### config.mk
export PLATFORM = sky130hd
export DESIGN_NAME = acs_ctrl
export DESIGN_NICKNAME = d
export VERILOG_FILES = /design/src/acs_pkg.sv /design/src/acs_sync.sv /design/src/acs_conv_engine.sv /design/src/acs_ctrl.sv
export VERILOG_INCLUDE_DIRS = /design/src
export SDC_FILE = /design/constraint.sdc
export NUM_CORES = 1
export LEC_CHECK = 0
export ABC_AREA = 1
export BUFFER_PORTS_ARGS = -buffer_cell sky130_fd_sc_hd__buf_2
export CORE_MARGIN = 8
export CORE_UTILIZATION = 40
export DETAILED_ROUTE_END_ITERATION = 7
export SLEW_MARGIN = 20
export SYNTH_ARGS = -nofsm -noshare
export SYNTH_HDL_FRONTEND = slang
export SYNTH_SLANG_ARGS = --single-unit
### constraint.sdc
create_clock -name REF_CLK -period 5.6 [get_ports REF_CLK]
set_clock_uncertainty 0.1 [all_clocks]
set_input_delay 0.28 -clock REF_CLK [delete_from_list [all_inputs] [get_ports REF_CLK]]
set_output_delay 0.28 -clock REF_CLK [all_outputs]
set_load 0.005 [all_outputs]
### src/acs_defs.svh
// constants of the converter configuration and channel-select block
// assumes a 100 MHz reference clock and a system clock made from it
`ifndef ACS_DEFS_SVH
`define ACS_DEFS_SVH

// ----------------------------------------------------------------
// register index carried on the two top data lines
// ----------------------------------------------------------------
`define ACS_IDX_PRIMARY 2'h0
`define ACS_IDX_SECONDARY 2'h1
`define ACS_PRIMARY_RESET 8'h00
`define ACS_SECONDARY_RESET 8'h00

// ----------------------------------------------------------------
// field positions
// ----------------------------------------------------------------
`define ACS_P_INTYPE 4
`define ACS_P_MODE_HI 3
`define ACS_P_MODE_LO 2
`define ACS_P_CHSEL_HI 1
`define ACS_P_CHSEL_LO 0
`define ACS_S_TRIG 6
`define ACS_S_RES_HI 5
`define ACS_S_RES_LO 4

// ----------------------------------------------------------------
// bus widths and conversion timing
// ----------------------------------------------------------------
`define ACS_BUS_W 10
`define ACS_REG_W 8
`define ACS_BITS_PER_STEP 2
`define ACS_CONV_STEPS 5
`define ACS_REF_PERIOD_NS 10
`define ACS_SYSTEM_CLOCK_PERIOD_NS 100
`define ACS_SYSTEM_CLOCK_DIV (`ACS_SYSTEM_CLOCK_PERIOD_NS / `ACS_REF_PERIOD_NS)

`endif

### src/acs_pkg.sv
// types shared by the converter configuration block
// assumes acs_defs.svh sits in the include path
package acs_pkg;
  `include "acs_defs.svh"

  // one word of the parallel data bus: index on top, data below
  typedef logic [`ACS_BUS_W-1:0] acs_bus_t;

  // conversion mode field of the primary register
  typedef enum logic [1:0] {
    ACS_MONO_INT = 2'b00,
    ACS_DUAL_INT = 2'b01,
    ACS_MONO_CONT = 2'b10,
    ACS_DUAL_CONT = 2'b11
  } acs_mode_t;

  // sequencing of one or two conversions
  typedef enum logic [1:0] {
    ACS_IDLE = 2'b00,
    ACS_CONV_A = 2'b01,
    ACS_CONV_B = 2'b10
  } acs_state_t;
endpackage

### src/acs_sync.sv
// two flip-flop synchroniser for a group of pin inputs
// assumes the pins are asynchronous to clk
`timescale 1ns/1ps
module acs_sync #(
  parameter int W = 1,
  parameter logic [W-1:0] INIT = '0
) (
  input wire logic clk,
  input wire logic rst,
  input wire logic [W-1:0] d,
  output logic [W-1:0] q
);
  logic [W-1:0] meta;

  // ----------------------------------------------------------------
  // one stage pair per bit; meta is read only by q
  // ----------------------------------------------------------------
  for (genvar i = 0; i < W; i++) begin : g_bit
    always_ff @(posedge clk or posedge rst) begin
      if (rst) begin
        meta[i] <= INIT[i];
        q[i] <= INIT[i];
      end else begin
        meta[i] <= d[i];
        q[i] <= meta[i];
      end
    end
  end
endmodule // acs_sync

### src/acs_conv_engine.sv
// recyclic conversion sequencer: two result bits per system clock
// assumes bit_pair is produced by the analog stage on the same clock
`timescale 1ns/1ps
`include "acs_defs.svh"
module acs_conv_engine #(
  parameter int DIV = `ACS_SYSTEM_CLOCK_DIV,
  parameter int STEPS = `ACS_CONV_STEPS,
  parameter int W = `ACS_BUS_W
) (
  input wire logic clk,
  input wire logic rst,
  input wire logic clear,
  input wire logic start,
  input wire logic [1:0] bit_pair,
  output logic busy,
  output logic done,
  output logic [W-1:0] result
);
  import acs_pkg::*;
  localparam int LAT = DIV * STEPS;
  logic [$clog2(DIV+1)-1:0] pre;
  logic [$clog2(STEPS+1)-1:0] step;
  logic tick;
  logic [15:0] cyc;

  // system clock enable, restarted by each start so latency is exact
  always_ff @(posedge clk or posedge rst) begin
    if (rst) pre <= '0;
    else if (clear || start || !busy || tick) pre <= '0;
    else pre <= pre + 1'b1;
  end
  assign tick = busy && (pre == ($bits(pre))'(DIV - 1));

  // step count: the word is complete after the fifth system clock
  always_ff @(posedge clk or posedge rst) begin
    if (rst) begin
      busy <= 1'b0;
      step <= '0;
      done <= 1'b0;
    end else begin
      done <= !clear && tick && (step == ($bits(step))'(STEPS - 1));
      if (clear) busy <= 1'b0;
      else if (start) begin
        busy <= 1'b1;
        step <= '0;
      end else if (tick) begin
        if (step == ($bits(step))'(STEPS - 1)) busy <= 1'b0;
        step <= step + 1'b1;
      end
    end
  end

  // serial pairs, most significant first, gathered into one word
  always_ff @(posedge clk or posedge rst) begin
    if (rst) result <= '0;
    else if (start) result <= '0;
    else if (tick) result <= {result[W-3:0], bit_pair};
  end

  // cycle counter seen only by the latency check
  always_ff @(posedge clk or posedge rst) begin
    if (rst) cyc <= '0;
    else if (start) cyc <= 16'h0001;
    else if (busy) cyc <= cyc + 16'h0001;
  end

  a_conv_latency: assert property (@(posedge clk) disable iff (rst)
    done |-> cyc == 16'(LAT + 1))
    else $error("conversion did not take five system clocks");
  a_two_bits: assert property (@(posedge clk) disable iff (rst)
    (tick && !start) |=> result[1:0] == $past(bit_pair))
    else $error("result pair not taken on system clock");
endmodule // acs_conv_engine

### src/acs_ctrl.sv
// configuration, channel select and bus logic of the converter
// assumes host strobes and pins are asynchronous to REF_CLK and that
// the analog stage feeds BIT_PAIR on REF_CLK
`timescale 1ns/1ps
`include "acs_defs.svh"
module acs_ctrl #(
  parameter int DIV = `ACS_SYSTEM_CLOCK_DIV
) (
  input wire logic REF_CLK,
  input wire logic RST,
  input wire logic CS_N,
  input wire logic RD_N,
  input wire logic WR_N,
  input wire logic CONV_START_PIN_N,
  input wire logic PWRDN_REQ,
  input wire acs_pkg::acs_bus_t D_IN,
  input wire logic [1:0] BIT_PAIR,
  output acs_pkg::acs_bus_t D_OUT,
  output logic D_OE_N,
  output logic INT_OUT,
  output logic INT_OE_N,
  output logic [3:0] MUX_CH,
  output logic MUX_DIFF,
  output logic CONV_BUSY
);
  import acs_pkg::*;
  localparam int BW = `ACS_BUS_W;
  localparam int RW = `ACS_REG_W;

  // ----------------------------------------------------------------
  // decode helpers
  // ----------------------------------------------------------------
  // analog switch pattern for a conversion; second picks the later one
  function automatic logic [3:0] chan_pick(input logic [RW-1:0] p,
                                           input logic second);
    logic [1:0] sel;
    logic diff;
    logic dual;
    sel = p[`ACS_P_CHSEL_HI:`ACS_P_CHSEL_LO];
    diff = p[`ACS_P_INTYPE];
    dual = p[`ACS_P_MODE_LO];
    if (!dual && !diff) chan_pick = 4'h1 << sel;
    else if (!dual) chan_pick = sel[1] ? 4'hC : 4'h3;
    else if (diff) chan_pick = second ? 4'hC : 4'h3;
    else if (!second) chan_pick = sel[0] ? 4'h2 : 4'h1;
    else chan_pick = sel[0] ? 4'h8 : 4'h4;
  endfunction

  // output word: polarity by input type, then width by resolution
  function automatic logic [BW-1:0] fmt(input logic [BW-1:0] r,
                                        input logic diff,
                                        input logic [1:0] res);
    logic [BW-1:0] v;
    v = diff ? {~r[BW-1], r[BW-2:0]} : r;
    unique case (res)
      2'b00: fmt = v;
      2'b10: fmt = {v[BW-1:2], 2'b00};
      default: fmt = {v[BW-1:6], 6'h00};
    endcase
  endfunction

  // ----------------------------------------------------------------
  // pin synchronisers and edge detection
  // ----------------------------------------------------------------
  logic [4:0] strobe_s;
  logic [BW-1:0] d_s;
  logic cs_l, rd_l, wr_l, cst_l, pd_l;
  logic cs_d, rd_d, wr_d, cst_d;
  logic cs_fall, cs_rise, rd_fall, rd_rise, wr_rise, cst_rise;

  acs_sync #(.W(5), .INIT(5'h0F)) u_strobe_sync (
    .clk(REF_CLK),
    .rst(RST),
    .d({PWRDN_REQ, CONV_START_PIN_N, WR_N, RD_N, CS_N}),
    .q(strobe_s)
  );
  acs_sync #(.W(BW), .INIT('0)) u_data_sync (
    .clk(REF_CLK),
    .rst(RST),
    .d(D_IN),
    .q(d_s)
  );
  assign {pd_l, cst_l, wr_l, rd_l, cs_l} = strobe_s;

  // previous levels for the edge detectors
  always_ff @(posedge REF_CLK or posedge RST) begin
    if (RST) begin
      cs_d <= 1'b1;
      rd_d <= 1'b1;
      wr_d <= 1'b1;
      cst_d <= 1'b1;
    end else begin
      cs_d <= cs_l;
      rd_d <= rd_l;
      wr_d <= wr_l;
      cst_d <= cst_l;
    end
  end
  assign cs_fall = cs_d && !cs_l;
  assign cs_rise = !cs_d && cs_l;
  assign rd_fall = rd_d && !rd_l && !cs_l;
  assign rd_rise = !rd_d && rd_l && !cs_l;
  assign wr_rise = !wr_d && wr_l && !cs_l;
  assign cst_rise = !cst_d && cst_l; // start pin works without select

  // ----------------------------------------------------------------
  // configuration registers
  // ----------------------------------------------------------------
  logic [RW-1:0] primary_config;
  logic [RW-1:0] secondary_config;
  acs_mode_t mode;
  logic in_diff, trig_pin;
  logic [1:0] res_code;

  // stored on the write strobe rise; indexes 2 and 3 go nowhere
  always_ff @(posedge REF_CLK or posedge RST) begin
    if (RST) begin
      primary_config <= `ACS_PRIMARY_RESET;
      secondary_config <= `ACS_SECONDARY_RESET;
    end else if (wr_rise) begin
      if (d_s[BW-1:BW-2] == `ACS_IDX_PRIMARY)
        primary_config <= d_s[RW-1:0];
      else if (d_s[BW-1:BW-2] == `ACS_IDX_SECONDARY)
        secondary_config <= d_s[RW-1:0];
    end
  end

  assign mode = acs_mode_t'(primary_config[`ACS_P_MODE_HI:
                                           `ACS_P_MODE_LO]);
  assign in_diff = primary_config[`ACS_P_INTYPE];
  assign trig_pin = secondary_config[`ACS_S_TRIG];
  assign res_code = secondary_config[`ACS_S_RES_HI:`ACS_S_RES_LO];

  // ----------------------------------------------------------------
  // trigger selection
  // ----------------------------------------------------------------
  logic is_int, is_dual, trig, start;
  acs_state_t state;
  logic eng_busy, eng_done;
  logic [BW-1:0] eng_result;

  assign is_int = (mode == ACS_MONO_INT) || (mode == ACS_DUAL_INT);
  assign is_dual = (mode == ACS_DUAL_INT) || (mode == ACS_DUAL_CONT);
  // interrupt modes follow the trigger bit; continuous use the read
  always_comb begin
    if (pd_l) trig = 1'b0;
    else if (is_int && trig_pin) trig = cst_rise;
    else trig = rd_fall;
  end
  assign start = (trig && state == ACS_IDLE && !cs_fall) ||
                 (state == ACS_CONV_A && eng_done && is_dual);

  acs_conv_engine #(.DIV(DIV), .STEPS(`ACS_CONV_STEPS), .W(BW)) u_eng (
    .clk(REF_CLK),
    .rst(RST),
    .clear(cs_fall),
    .start(start),
    .bit_pair(BIT_PAIR),
    .busy(eng_busy),
    .done(eng_done),
    .result(eng_result)
  );

  // ----------------------------------------------------------------
  // conversion sequencing
  // ----------------------------------------------------------------
  // select fall aborts a conversion in flight, so no stale word lands
  always_ff @(posedge REF_CLK or posedge RST) begin
    if (RST) state <= ACS_IDLE;
    else if (cs_fall) state <= ACS_IDLE;
    else begin
      unique case (state)
        ACS_IDLE: if (trig) state <= ACS_CONV_A;
        ACS_CONV_A: if (eng_done) state <= is_dual ? ACS_CONV_B : ACS_IDLE;
        ACS_CONV_B: if (eng_done) state <= ACS_IDLE;
        default: state <= ACS_IDLE;
      endcase
    end
  end

  // results, formatted at capture; the second word of a dual pair
  logic [BW-1:0] word_a, word_b;
  logic rd_second;
  logic [BW-1:0] fmt_now;
  assign fmt_now = fmt(eng_result, in_diff, res_code);

  always_ff @(posedge REF_CLK or posedge RST) begin
    if (RST) begin
      word_a <= '0;
      word_b <= '0;
    end else if (eng_done && state == ACS_CONV_A) word_a <= fmt_now;
    else if (eng_done && state == ACS_CONV_B) word_b <= fmt_now;
  end

  // which of the two dual words the next read returns
  always_ff @(posedge REF_CLK or posedge RST) begin
    if (RST) rd_second <= 1'b0;
    else if (cs_fall) rd_second <= 1'b0;
    else if (eng_done && state == ACS_CONV_B) rd_second <= 1'b0;
    else if (rd_rise && is_dual && !pd_l) rd_second <= !rd_second;
  end

  // ----------------------------------------------------------------
  // register readback in software power-down
  // ----------------------------------------------------------------
  logic [1:0] rb_ptr;
  logic [BW-1:0] rb_word;

  // pointer restarts on every power-down entry; after two reads it
  // rests, so extra reads keep showing the secondary register
  always_ff @(posedge REF_CLK or posedge RST) begin
    if (RST) rb_ptr <= 2'h0;
    else if (!pd_l || cs_fall) rb_ptr <= 2'h0;
    else if (rd_rise && rb_ptr != 2'h2) rb_ptr <= rb_ptr + 2'h1;
  end
  always_comb begin
    if (rb_ptr == 2'h0) rb_word = {`ACS_IDX_PRIMARY, primary_config};
    else rb_word = {`ACS_IDX_SECONDARY, secondary_config};
  end

  // ----------------------------------------------------------------
  // data bus
  // ----------------------------------------------------------------
  logic drive;
  assign drive = !cs_l && !rd_l;

  // the bus only ever drives during a selected read, never on write
  always_ff @(posedge REF_CLK or posedge RST) begin
    if (RST) begin
      D_OE_N <= 1'b1;
      D_OUT <= '0;
    end else begin
      D_OE_N <= !drive;
      if (pd_l) D_OUT <= rb_word;
      else D_OUT <= rd_second ? word_b : word_a;
    end
  end

  // ----------------------------------------------------------------
  // end-of-conversion interrupt, open drain
  // ----------------------------------------------------------------
  logic int_set;
  assign int_set = eng_done && is_int &&
                   (state == ACS_CONV_B || !is_dual);
  // a set in the same cycle as a release keeps the line low
  always_ff @(posedge REF_CLK or posedge RST) begin
    if (RST) INT_OE_N <= 1'b1;
    else if (int_set) INT_OE_N <= 1'b0;
    else if (cs_rise || rd_rise || cs_fall) INT_OE_N <= 1'b1;
  end
  always_ff @(posedge REF_CLK or posedge RST) begin
    if (RST) INT_OUT <= 1'b0;
    else INT_OUT <= 1'b0;
  end

  // ----------------------------------------------------------------
  // analog switch and busy outputs
  // ----------------------------------------------------------------
  always_ff @(posedge REF_CLK or posedge RST) begin
    if (RST) begin
      MUX_CH <= 4'h0;
      MUX_DIFF <= 1'b0;
      CONV_BUSY <= 1'b0;
    end else begin
      MUX_CH <= chan_pick(primary_config, state == ACS_CONV_B);
      MUX_DIFF <= in_diff;
      CONV_BUSY <= eng_busy;
    end
  end

  // ----------------------------------------------------------------
  // checks
  // ----------------------------------------------------------------
  a_pd_no_start: assert property (@(posedge REF_CLK) disable iff (RST)
    (pd_l && state == ACS_IDLE) |=> state == ACS_IDLE)
    else $error("conversion started in power-down");
  a_bus_enable: assert property (@(posedge REF_CLK) disable iff (RST)
    !D_OE_N |-> $past(!cs_l && !rd_l))
    else $error("bus driven outside a selected read");
  a_write_primary: assert property (@(posedge REF_CLK) disable iff (RST)
    (wr_rise && d_s[BW-1:BW-2] == 2'h0) |=>
      primary_config == $past(d_s[RW-1:0]))
    else $error("primary register not written");
  a_int_release: assert property (@(posedge REF_CLK) disable iff (RST)
    (rd_rise && !int_set) |=> INT_OE_N)
    else $error("interrupt not released by read rise");
  a_int_set: assert property (@(posedge REF_CLK) disable iff (RST)
    int_set |=> !INT_OE_N)
    else $error("interrupt not driven at end of conversion");
  a_cs_clears: assert property (@(posedge REF_CLK) disable iff (RST)
    cs_fall |=> state == ACS_IDLE && !rd_second && rb_ptr == 2'h0)
    else $error("select fall did not reset control");
  a_readback_ord: assert property (@(posedge REF_CLK) disable iff (RST)
    (pd_l && $past(pd_l) && rb_ptr == 2'h1) |=>
      D_OUT == {`ACS_IDX_SECONDARY, $past(secondary_config)})
    else $error("readback order wrong");
  a_dual_se_pair: assert property (@(posedge REF_CLK) disable iff (RST)
    (is_dual && !in_diff && state == ACS_CONV_B && !primary_config[0])
      |=> MUX_CH == 4'h4)
    else $error("dual single-ended pair wrong");
endmodule // acs_ctrl

**After elaboration in Yosys (flattened, before gate mapping)**

Index checks and enable logic that the tools add are counted.

- Memories: 0
- Latch bits: 0
- Bits in registers: 112
- Memory bits (writable): 0
- Bits in read-only memories: 0
- Output and inout bits: 19

- Eq/ne operators: 12
- Bitwise operators: 4
- Shift-type cells: 1
- Order comparisons: 0
- Mux-type cells: 37
- Divide/modulo/power cells: 0
- $mul: 0
- Reduce and logical (&&, ||, !) cells: 66
- Add/sub/neg operators: 3

Operator list:

| cell | number |
|---|---|
| $mux W10 | 5 |
| $mux W4 | 8 |
| $logic_and A1 B1 Y1 | 25 |
| $mux W2 | 8 |
| $logic_not A1 Y1 | 14 |
| $pmux W6 S2 | 1 |
| $mux W1 | 11 |
| $logic_not A2 Y1 | 5 |
| $logic_or A1 B1 Y1 | 10 |
| $mux W9 | 1 |
| $reduce_bool A3 Y1 | 3 |
| $reduce_and A2 Y1 | 4 |
| $eq A2 B1 Y1 const B | 3 |
| $eq A2 B2 Y1 const B | 3 |
| $mux W3 | 2 |
| $ne A3 B2 Y1 const B | 2 |
| $pmux W2 S3 | 1 |
| $reduce_and A3 Y1 | 2 |
| $reduce_bool A2 Y1 | 3 |
| $add A4 B1 Y4 const B | 1 |
| $eq A4 B4 Y1 const B | 1 |
| $not A1 Y1 | 4 |
| $shl A1 B2 Y4 const A | 1 |
| $add A3 B1 Y3 const B | 1 |
| 4 further kinds | 4 |

**Depth between registers and ports, before layout**

Gate-level depths: netlist of run 1.

- Depth after elaboration: 12
- Gate-level depth with buffers: 9

**Cells and area by module**

Synthesis of run 1 repeated with hierarchy kept, for this count alone.

- Cell total of the unflattened synthesis: 436
- Area total of the unflattened synthesis: 4393.0 um2

Modules (own cells, without submodules):

| module | area each (um2) | sequential area each (um2) | instances | cells an instance |
|---|---|---|---|---|
| acs_ctrl | 2747.6 | 1584.0 | 1 | 311 |
| acs_conv_engine | 877.1 | 475.5 | 1 | 93 |
| acs_sync (u_data_sync) | 504.2 | 500.5 | 1 | 21 |
| acs_sync (u_strobe_sync) | 264.0 | 260.2 | 1 | 11 |

**Worst setup path before layout of run 1**

OpenSTA, ideal clock, no wires.

- Path type: reg2reg
- Start: register u_strobe_sync.q[2]
- End: register secondary_config[0]
- Path slack: 4.226 ns
- Cell stages (with the launch flop): 6
- Arrival time: 1.157 ns
- Path buffers: 1
- Cell sequence: dfstp_2 -> nor3b_2 -> nand3b_2 -> buf_6 -> nand2_2 -> o21ai_2

- Cells in the longest elaborated chain, start to end: 3

Ends and longest elaborated chain:

| element | line | RTL |
|---|---|---|
| start, declared | acs_sync.sv:11 | `output logic [W-1:0] q` |
| start signal, assigned by index | acs_sync.sv:22 | `q[i] <= INIT[i];` |
| start signal, assigned by index | acs_sync.sv:25 | `q[i] <= meta[i];` |
| $logic_and A1 B1 Y1 (2 in a row) | acs_ctrl.sv:103 | `assign wr_rise = !wr_d && wr_l && !cs_l;` |
| $reduce_and A3 Y1 (no line) | - |  |
| end signal, assigned | acs_ctrl.sv:119 | `` secondary_config <= `ACS_SECONDARY_RESET; `` |
| end signal, assigned | acs_ctrl.sv:124 | `secondary_config <= d_s[RW-1:0];` |
| end, declared | acs_ctrl.sv:110 | `logic [RW-1:0] secondary_config;` |

Every way passes these cells.
A chain may end at the register's enable or synchronous reset.

**Worst setup path in the final report of run 1**

- Start: register u_eng.pre[0]
- End: register u_eng.pre[2]

- Cells in the longest elaborated chain, start to end: 4

Ends and longest elaborated chain:

| element | line | RTL |
|---|---|---|
| start, declared | acs_conv_engine.sv:21 | `logic [$clog2(DIV+1)-1:0] pre;` |
| start signal, assigned | acs_conv_engine.sv:30 | `else pre <= pre + 1'b1;` |
| parallel branches: the longest is 3 deep, another holds $add A4 B1 Y4 | - |  |
| $mux W4 * | acs_conv_engine.sv:29 | `else if (clear \|\| start \|\| !busy \|\| tick) pre <= '0;` |

Every way passes the cells marked *.

==> flow_metrics.tcl, run 1 <==
set metrics [dict create \
    ys_warn_count 0 \
    arrival_ns 2.19 \
    dr.pass1.iters 6 \
    final_cell_mix "108 x nand2_1, 98 x dfrtp_1, 43 x nor2_1" \
    cts.sinks 112 \
    yosys.area.top_type "dfrtp_1" \
    layout-drive-gt1-share_pct 20.6 \
    core_sq_mm 0.0108 \
    hold_class "in -> reg" \
    crit_type "reg -> reg" \
    syn_inst 435 \
    start_kind "flip-flop" \
    htree_levels 3 \
    holdWs_ns 0.0295 \
    netlist_area_sq_mm 0.00440 \
    ant_nets 0 \
    p_sw_share_pct 28.5 \
    dieWidth_um 121 \
    critPathCaptureType "flip-flop" \
    placed_cells 599 \
    syn_nets 460 \
    synth-edff-count 0 \
    critPathMaxFanout 13 \
    timing.slew.headroom_pct 52.6 \
    dp_hpwl_mm 6.07 \
    pwr-share-seq_pct 56.5 \
    cts_tree "built" \
    via_per_inst 4.76 \
    grt_antenna_before_repair 0 \
    io_buffer_count 36 \
    root_buffer "clkbuf_8" \
    fin_tns_setup_ns 0 \
    grt_max_degree 61 \
    stdcell_count 631 \
    power.leakage_uw 0.00246 \
    drt_iter0_markers 197 \
    synth_top_area_share_pct 55.7 \
    violations "design-rule violations" \
    cts_buffer_depth 2 \
    period_share_pct 35.2 \
    irDropWorstVdd_mv 0.233 \
    synth_ff_type "dfrtp_1" \
    vias 3004 \
    grt_pass1_vias 3007 \
    cts_resized 0 \
    power_density_mw_per_mm2 326 \
    finalHoldViolations 0 \
    critPathRequiredTime_ns 5.82 \
    rows 38 \
    status "finished, violations left" \
    layout_min_cycle_time_ns 1.97 \
    numCtsBuffers 9 \
    gp_congestion 0.797 \
    dp_slack_ns 3.63 \
    wl_per_cell_um 14.0 \
    final_max_slew_viol_count 0 \
    synth_area_leaders "dfrtp_1 56%, nand2_1 9.2%, dfstp_2 8.4%, inv_1 3.7%, nor2_1 3.7%" \
    power_frac_comb_pct 12.1 \
    insertion_delay_ns 0.39 \
    nets 511 \
    grt_usage_pct 13.2 \
    finalWorstSetupSlack_ns 3.63 \
    setup_viol_count_final 0 \
    net-switching-power_uw 471 \
    synth-async-reset-ratio_pct 100 \
    final_common_cell "nand2_1" \
    routed_wl_mm 8.83 \
    timing.fmax_mhz 507 \
    die_h_um 121 \
    ys_ff_latch 112 \
    worst_slew_pin_slew_ns 0.711 \
    yosysSeqAreaShare_pct 64.1 \
    yosysUniqueCellTypes 38 \
    intPower_uw 1180 \
    drv_cap 0 \
    drc 2 \
    rsz0062_at_grt "no" \
    clk_pin_slew_ns 0.11 \
    power.total_uw 1650 \
    grt_overflow 0 \
    synth_area_per_cell_sq_um 10.1 \
    num_antenna_cells 0 \
    top_level_ports 38 \
    grt_pass1_wl_mm 15.1 \
    start_util_pct 40.8 \
    p_clk_share_pct 31.4 \
    dieArea_sq_mm 0.0146 \
    area_delta_synth_final_pct 15.2 \
]
[per-stage QoR]
stage / util, % / area (sq um)
floorplan: - / 4400
finish: 47.0 / 5070
detailed placement: 43.4 / 4690
global placement: 43.4 / 4690
global route: 47.0 / 5070
CTS: 47.0 / 5070
[state kept, by name, indices dropped and copies added (netlist names), 5 cells and up]
name	count
secondary_config	8
u_strobe_sync.meta	5
u_strobe_sync.q	5
u_data_sync.meta	10
word_b	10
word_a	10
primary_config	8
u_eng.result	10
D_OUT	10
u_data_sync.q	10
[repair_timing]
item,4_1_cts,5_1_grt
hold endpoints to repair,59,0
setup buffers,0,0
hold buffers,16,0
[worst max-delay path, stage by stage, from the launching register on]
cell and delay, ns:
dfrtp_1 0.43, ha_1 0.21, nand3_1 0.42, inv_1 0.32, nor2_1 0.15, nand3_1 0.15, nor2_1 0.11
[synth_stat cells, drive strengths merged, types with 3 or more instances]
library cell and n:
nand2 112, dfrtp 98, nor2 47, inv 45
o21ai 41, a21oi 17, dfstp 14, buf 9
nand3 9, nor3 7, o22ai 7, ha 6
clkbuf 4, nand4 3, or2 3, xor2 3
[final cells by class]
cell class	instances	area, sq um
clock buffers	9	124
clock inverters	7	98.8
fillers	1008	5720
inverters	46	175
multi-input cells	264	1330
flip-flops and latches	112	2820
well taps	140	175
repair buffers	53	348
[worst paths after layout]
check	from	to	slack, ns	cells past startpoint
min	BIT_PAIR[0]	u_eng.result[0]	0.03	3
min reg2reg	u_data_sync.meta[3]	u_data_sync.q[3]	0.25	0
max in group asynchronous	RST	u_data_sync.meta[4]	3.81	4
max reg2reg	u_eng.pre[0]	u_eng.pre[2]	3.63	6
min in group asynchronous	RST	MUX_CH[1]	0.43	3
max	u_eng.pre[0]	u_eng.pre[2]	3.63	6
[kinds of logic (layout without fill, tap and decap cells)]
kind of cell / Yosys count / count (layout) / share of synthesized area [%]
buf+inv: 59 / 115 / 5.74
xor+xnor: 4 / 4 / 0.796
other cells: 1 / 1 / 0.0852
simple gates: 185 / 185 / 18.0
fa+ha+maj: 6 / 6 / 1.71
compound gates: 68 / 68 / 9.61
flops: 112 / 112 / 64.1
[layer usage]
| layer | share of wire, % | GRT usage (%) | vias to the layer above |
|---|---|---|---|
| li1 | - | - | 1481 |
| met1 | 45 | 16.8 | 1466 |
| met2 | 49 | 20.6 | 50 |
| met3 | 4.9 | 4.89 | 7 |
| met4 | 0.88 | 3.75 | 0 |
| met5 | 0 | 0 | - |
[power groups by stage]
| stage | Combinational [uW] | Clock [uW] | Sequential [uW] |
|---|---|---|---|
| floorplan | 136 | 0 | 934 |
| global placement | 192 | 0 | 951 |
| detailed placement | 196 | 0 | 952 |
| CTS | 206 | 531 | 937 |
| global route | 232 | 563 | 944 |
| finish | 200 | 519 | 935 |
No activity file was read; power rests on OpenSTA's default activity.
==> run 2, diff against run 1 <==
==> constraint.sdc (replaced) <==
create_clock -name REF_CLK -period 1.9 [get_ports REF_CLK]
set_clock_uncertainty 0.1 [all_clocks]
set_input_delay 0.095 -clock REF_CLK [delete_from_list [all_inputs] [get_ports REF_CLK]]
set_output_delay 0.095 -clock REF_CLK [all_outputs]
set_load 0.005 [all_outputs]
==> flow_metrics.tcl, run 2 (synthesized netlist as in run 1, its figures left out) <==
set metrics [dict create \
    status "completed" \
    grt_overflow 0 \
    final_common_cell "nand2_1" \
    final_max_slew_viol_count 0 \
    htree_levels 3 \
    critPathMaxFanout 11 \
    area_delta_synth_final_pct 17.1 \
    setup_viol_count_final 0 \
    dr.pass1.iters 4 \
    timing.fmax_mhz 596 \
    grt_usage_pct 13.1 \
    cts_tree "built" \
    dpl_cell_area_sq_mm 0.00479 \
    fin_area_sq_mm 0.00515 \
    arrival_ns 1.89 \
    num_antenna_cells 0 \
    start_util_pct 40.8 \
    clk_pin_slew_ns 0.11 \
    drv_cap 0 \
    nets 523 \
    core_sq_mm 0.0108 \
    vias 3008 \
    root_buffer "clkbuf_8" \
    dieArea_sq_mm 0.0146 \
    holdWs_ns 0.209 \
    worst_slew_pin_slew_ns 0.568 \
    grt_max_degree 42 \
    via_per_inst 4.68 \
    io_buffer_count 36 \
    drc 0 \
    rsz0062_at_grt "no" \
    layout_min_cycle_time_ns 1.68 \
    final_cell_mix "108 x nand2_1, 98 x dfrtp_1, 43 x nor2_1" \
    ant_nets 0 \
    critPathCaptureType "flip-flop" \
    layout-drive-gt1-share_pct 22.1 \
    numCtsBuffers 9 \
    cts_buffer_depth 2 \
    routed_wl_mm 8.81 \
    grt_pass1_wl_mm 14.9 \
    rows 38 \
    grt_pass1_vias 3091 \
    gp_congestion 0.794 \
    period_share_pct 88.3 \
    insertion_delay_ns 0.38 \
    die_h_um 121 \
    crit_type "reg -> reg" \
    start_kind "flip-flop" \
    finalHoldViolations 0 \
    stdcell_count 643 \
    hold_class "in -> async" \
    fin_tns_setup_ns 0 \
    power.leakage_uw 0.00251 \
    dp_hpwl_mm 6.17 \
    power.total_uw 4730 \
    drt_iter0_markers 218 \
    power_density_mw_per_mm2 917 \
    grt_antenna_before_repair 0 \
    irDropWorstVdd_mv 0.665 \
    top_level_ports 38 \
    critPathRequiredTime_ns 2.11 \
    wl_per_cell_um 13.7 \
    dieWidth_um 121 \
    timing.slew.headroom_pct 62.0 \
    placed_cells 609 \
    cts.sinks 112 \
]
## run 2: metrics by stage
stage | worst slack, ns | utilization (%)
3_5_place_dp | 0.198 | 44.4
5_1_grt | 0.0681 | 47.8
3_3_place_gp | 0.271 | 44.4
6_report | 0.222 | 47.8
2_1_floorplan | 0.359 | -
4_1_cts | 0.172 | 47.8
## run 2: where the power goes
group	internal, uW	switching, uW
Combinational	264	363
Clock	507	843
Sequential	2600	148
Total	3370	1350
## run 2: path summary, 6_finish.rpt
path                                     start                  end  slack [ns]  cells past startpoint
max                               u_eng.pre[0]         u_eng.pre[3]        0.22                      6
min                                        RST  u_data_sync.meta[8]        0.21                      3
max reg2reg                       u_eng.pre[0]         u_eng.pre[3]        0.22                      6
min reg2reg                u_data_sync.meta[3]     u_data_sync.q[3]        0.26                      0
max in group asynchronous                  RST                cst_d        0.80                      4
min in group REF_CLK                   D_IN[8]  u_data_sync.meta[8]        0.24                      2
## run 2: area by class of cell
class | count | area [sq um]
fill | 998 | 5640
sequential | 112 | 2820
multi-input combinational | 264 | 1330
timing repair buffer | 65 | 468
inverter | 46 | 176
tap | 140 | 175
clock buffer | 9 | 124
clock inverter | 7 | 62.6
## run 2: worst max-delay path: stages, from the launching register on
cell,delay [ns]
dfrtp_1,0.43
ha_1,0.22
nand3_1,0.21
inv_1,0.23
nor2_1,0.15
nand3_1,0.16
nor2_1,0.12
## run 2: repair_timing
action | CTS | global route
setup buffers | 0 | 0
hold endpoints to repair | 38 | 0
setup endpoints to repair | 0 | 0
resized for setup | 0 | 0
hold buffers | 18 | 0
## run 2: routing by layer
layer	vias to the layer above	wire length (um)	GRT usage, %
met5	-	0	0
met4	0	138	4.61
met3	9	420	4.47
met2	51	4260	21.3
met1	1453	4000	15.9
li1	1495	-	-
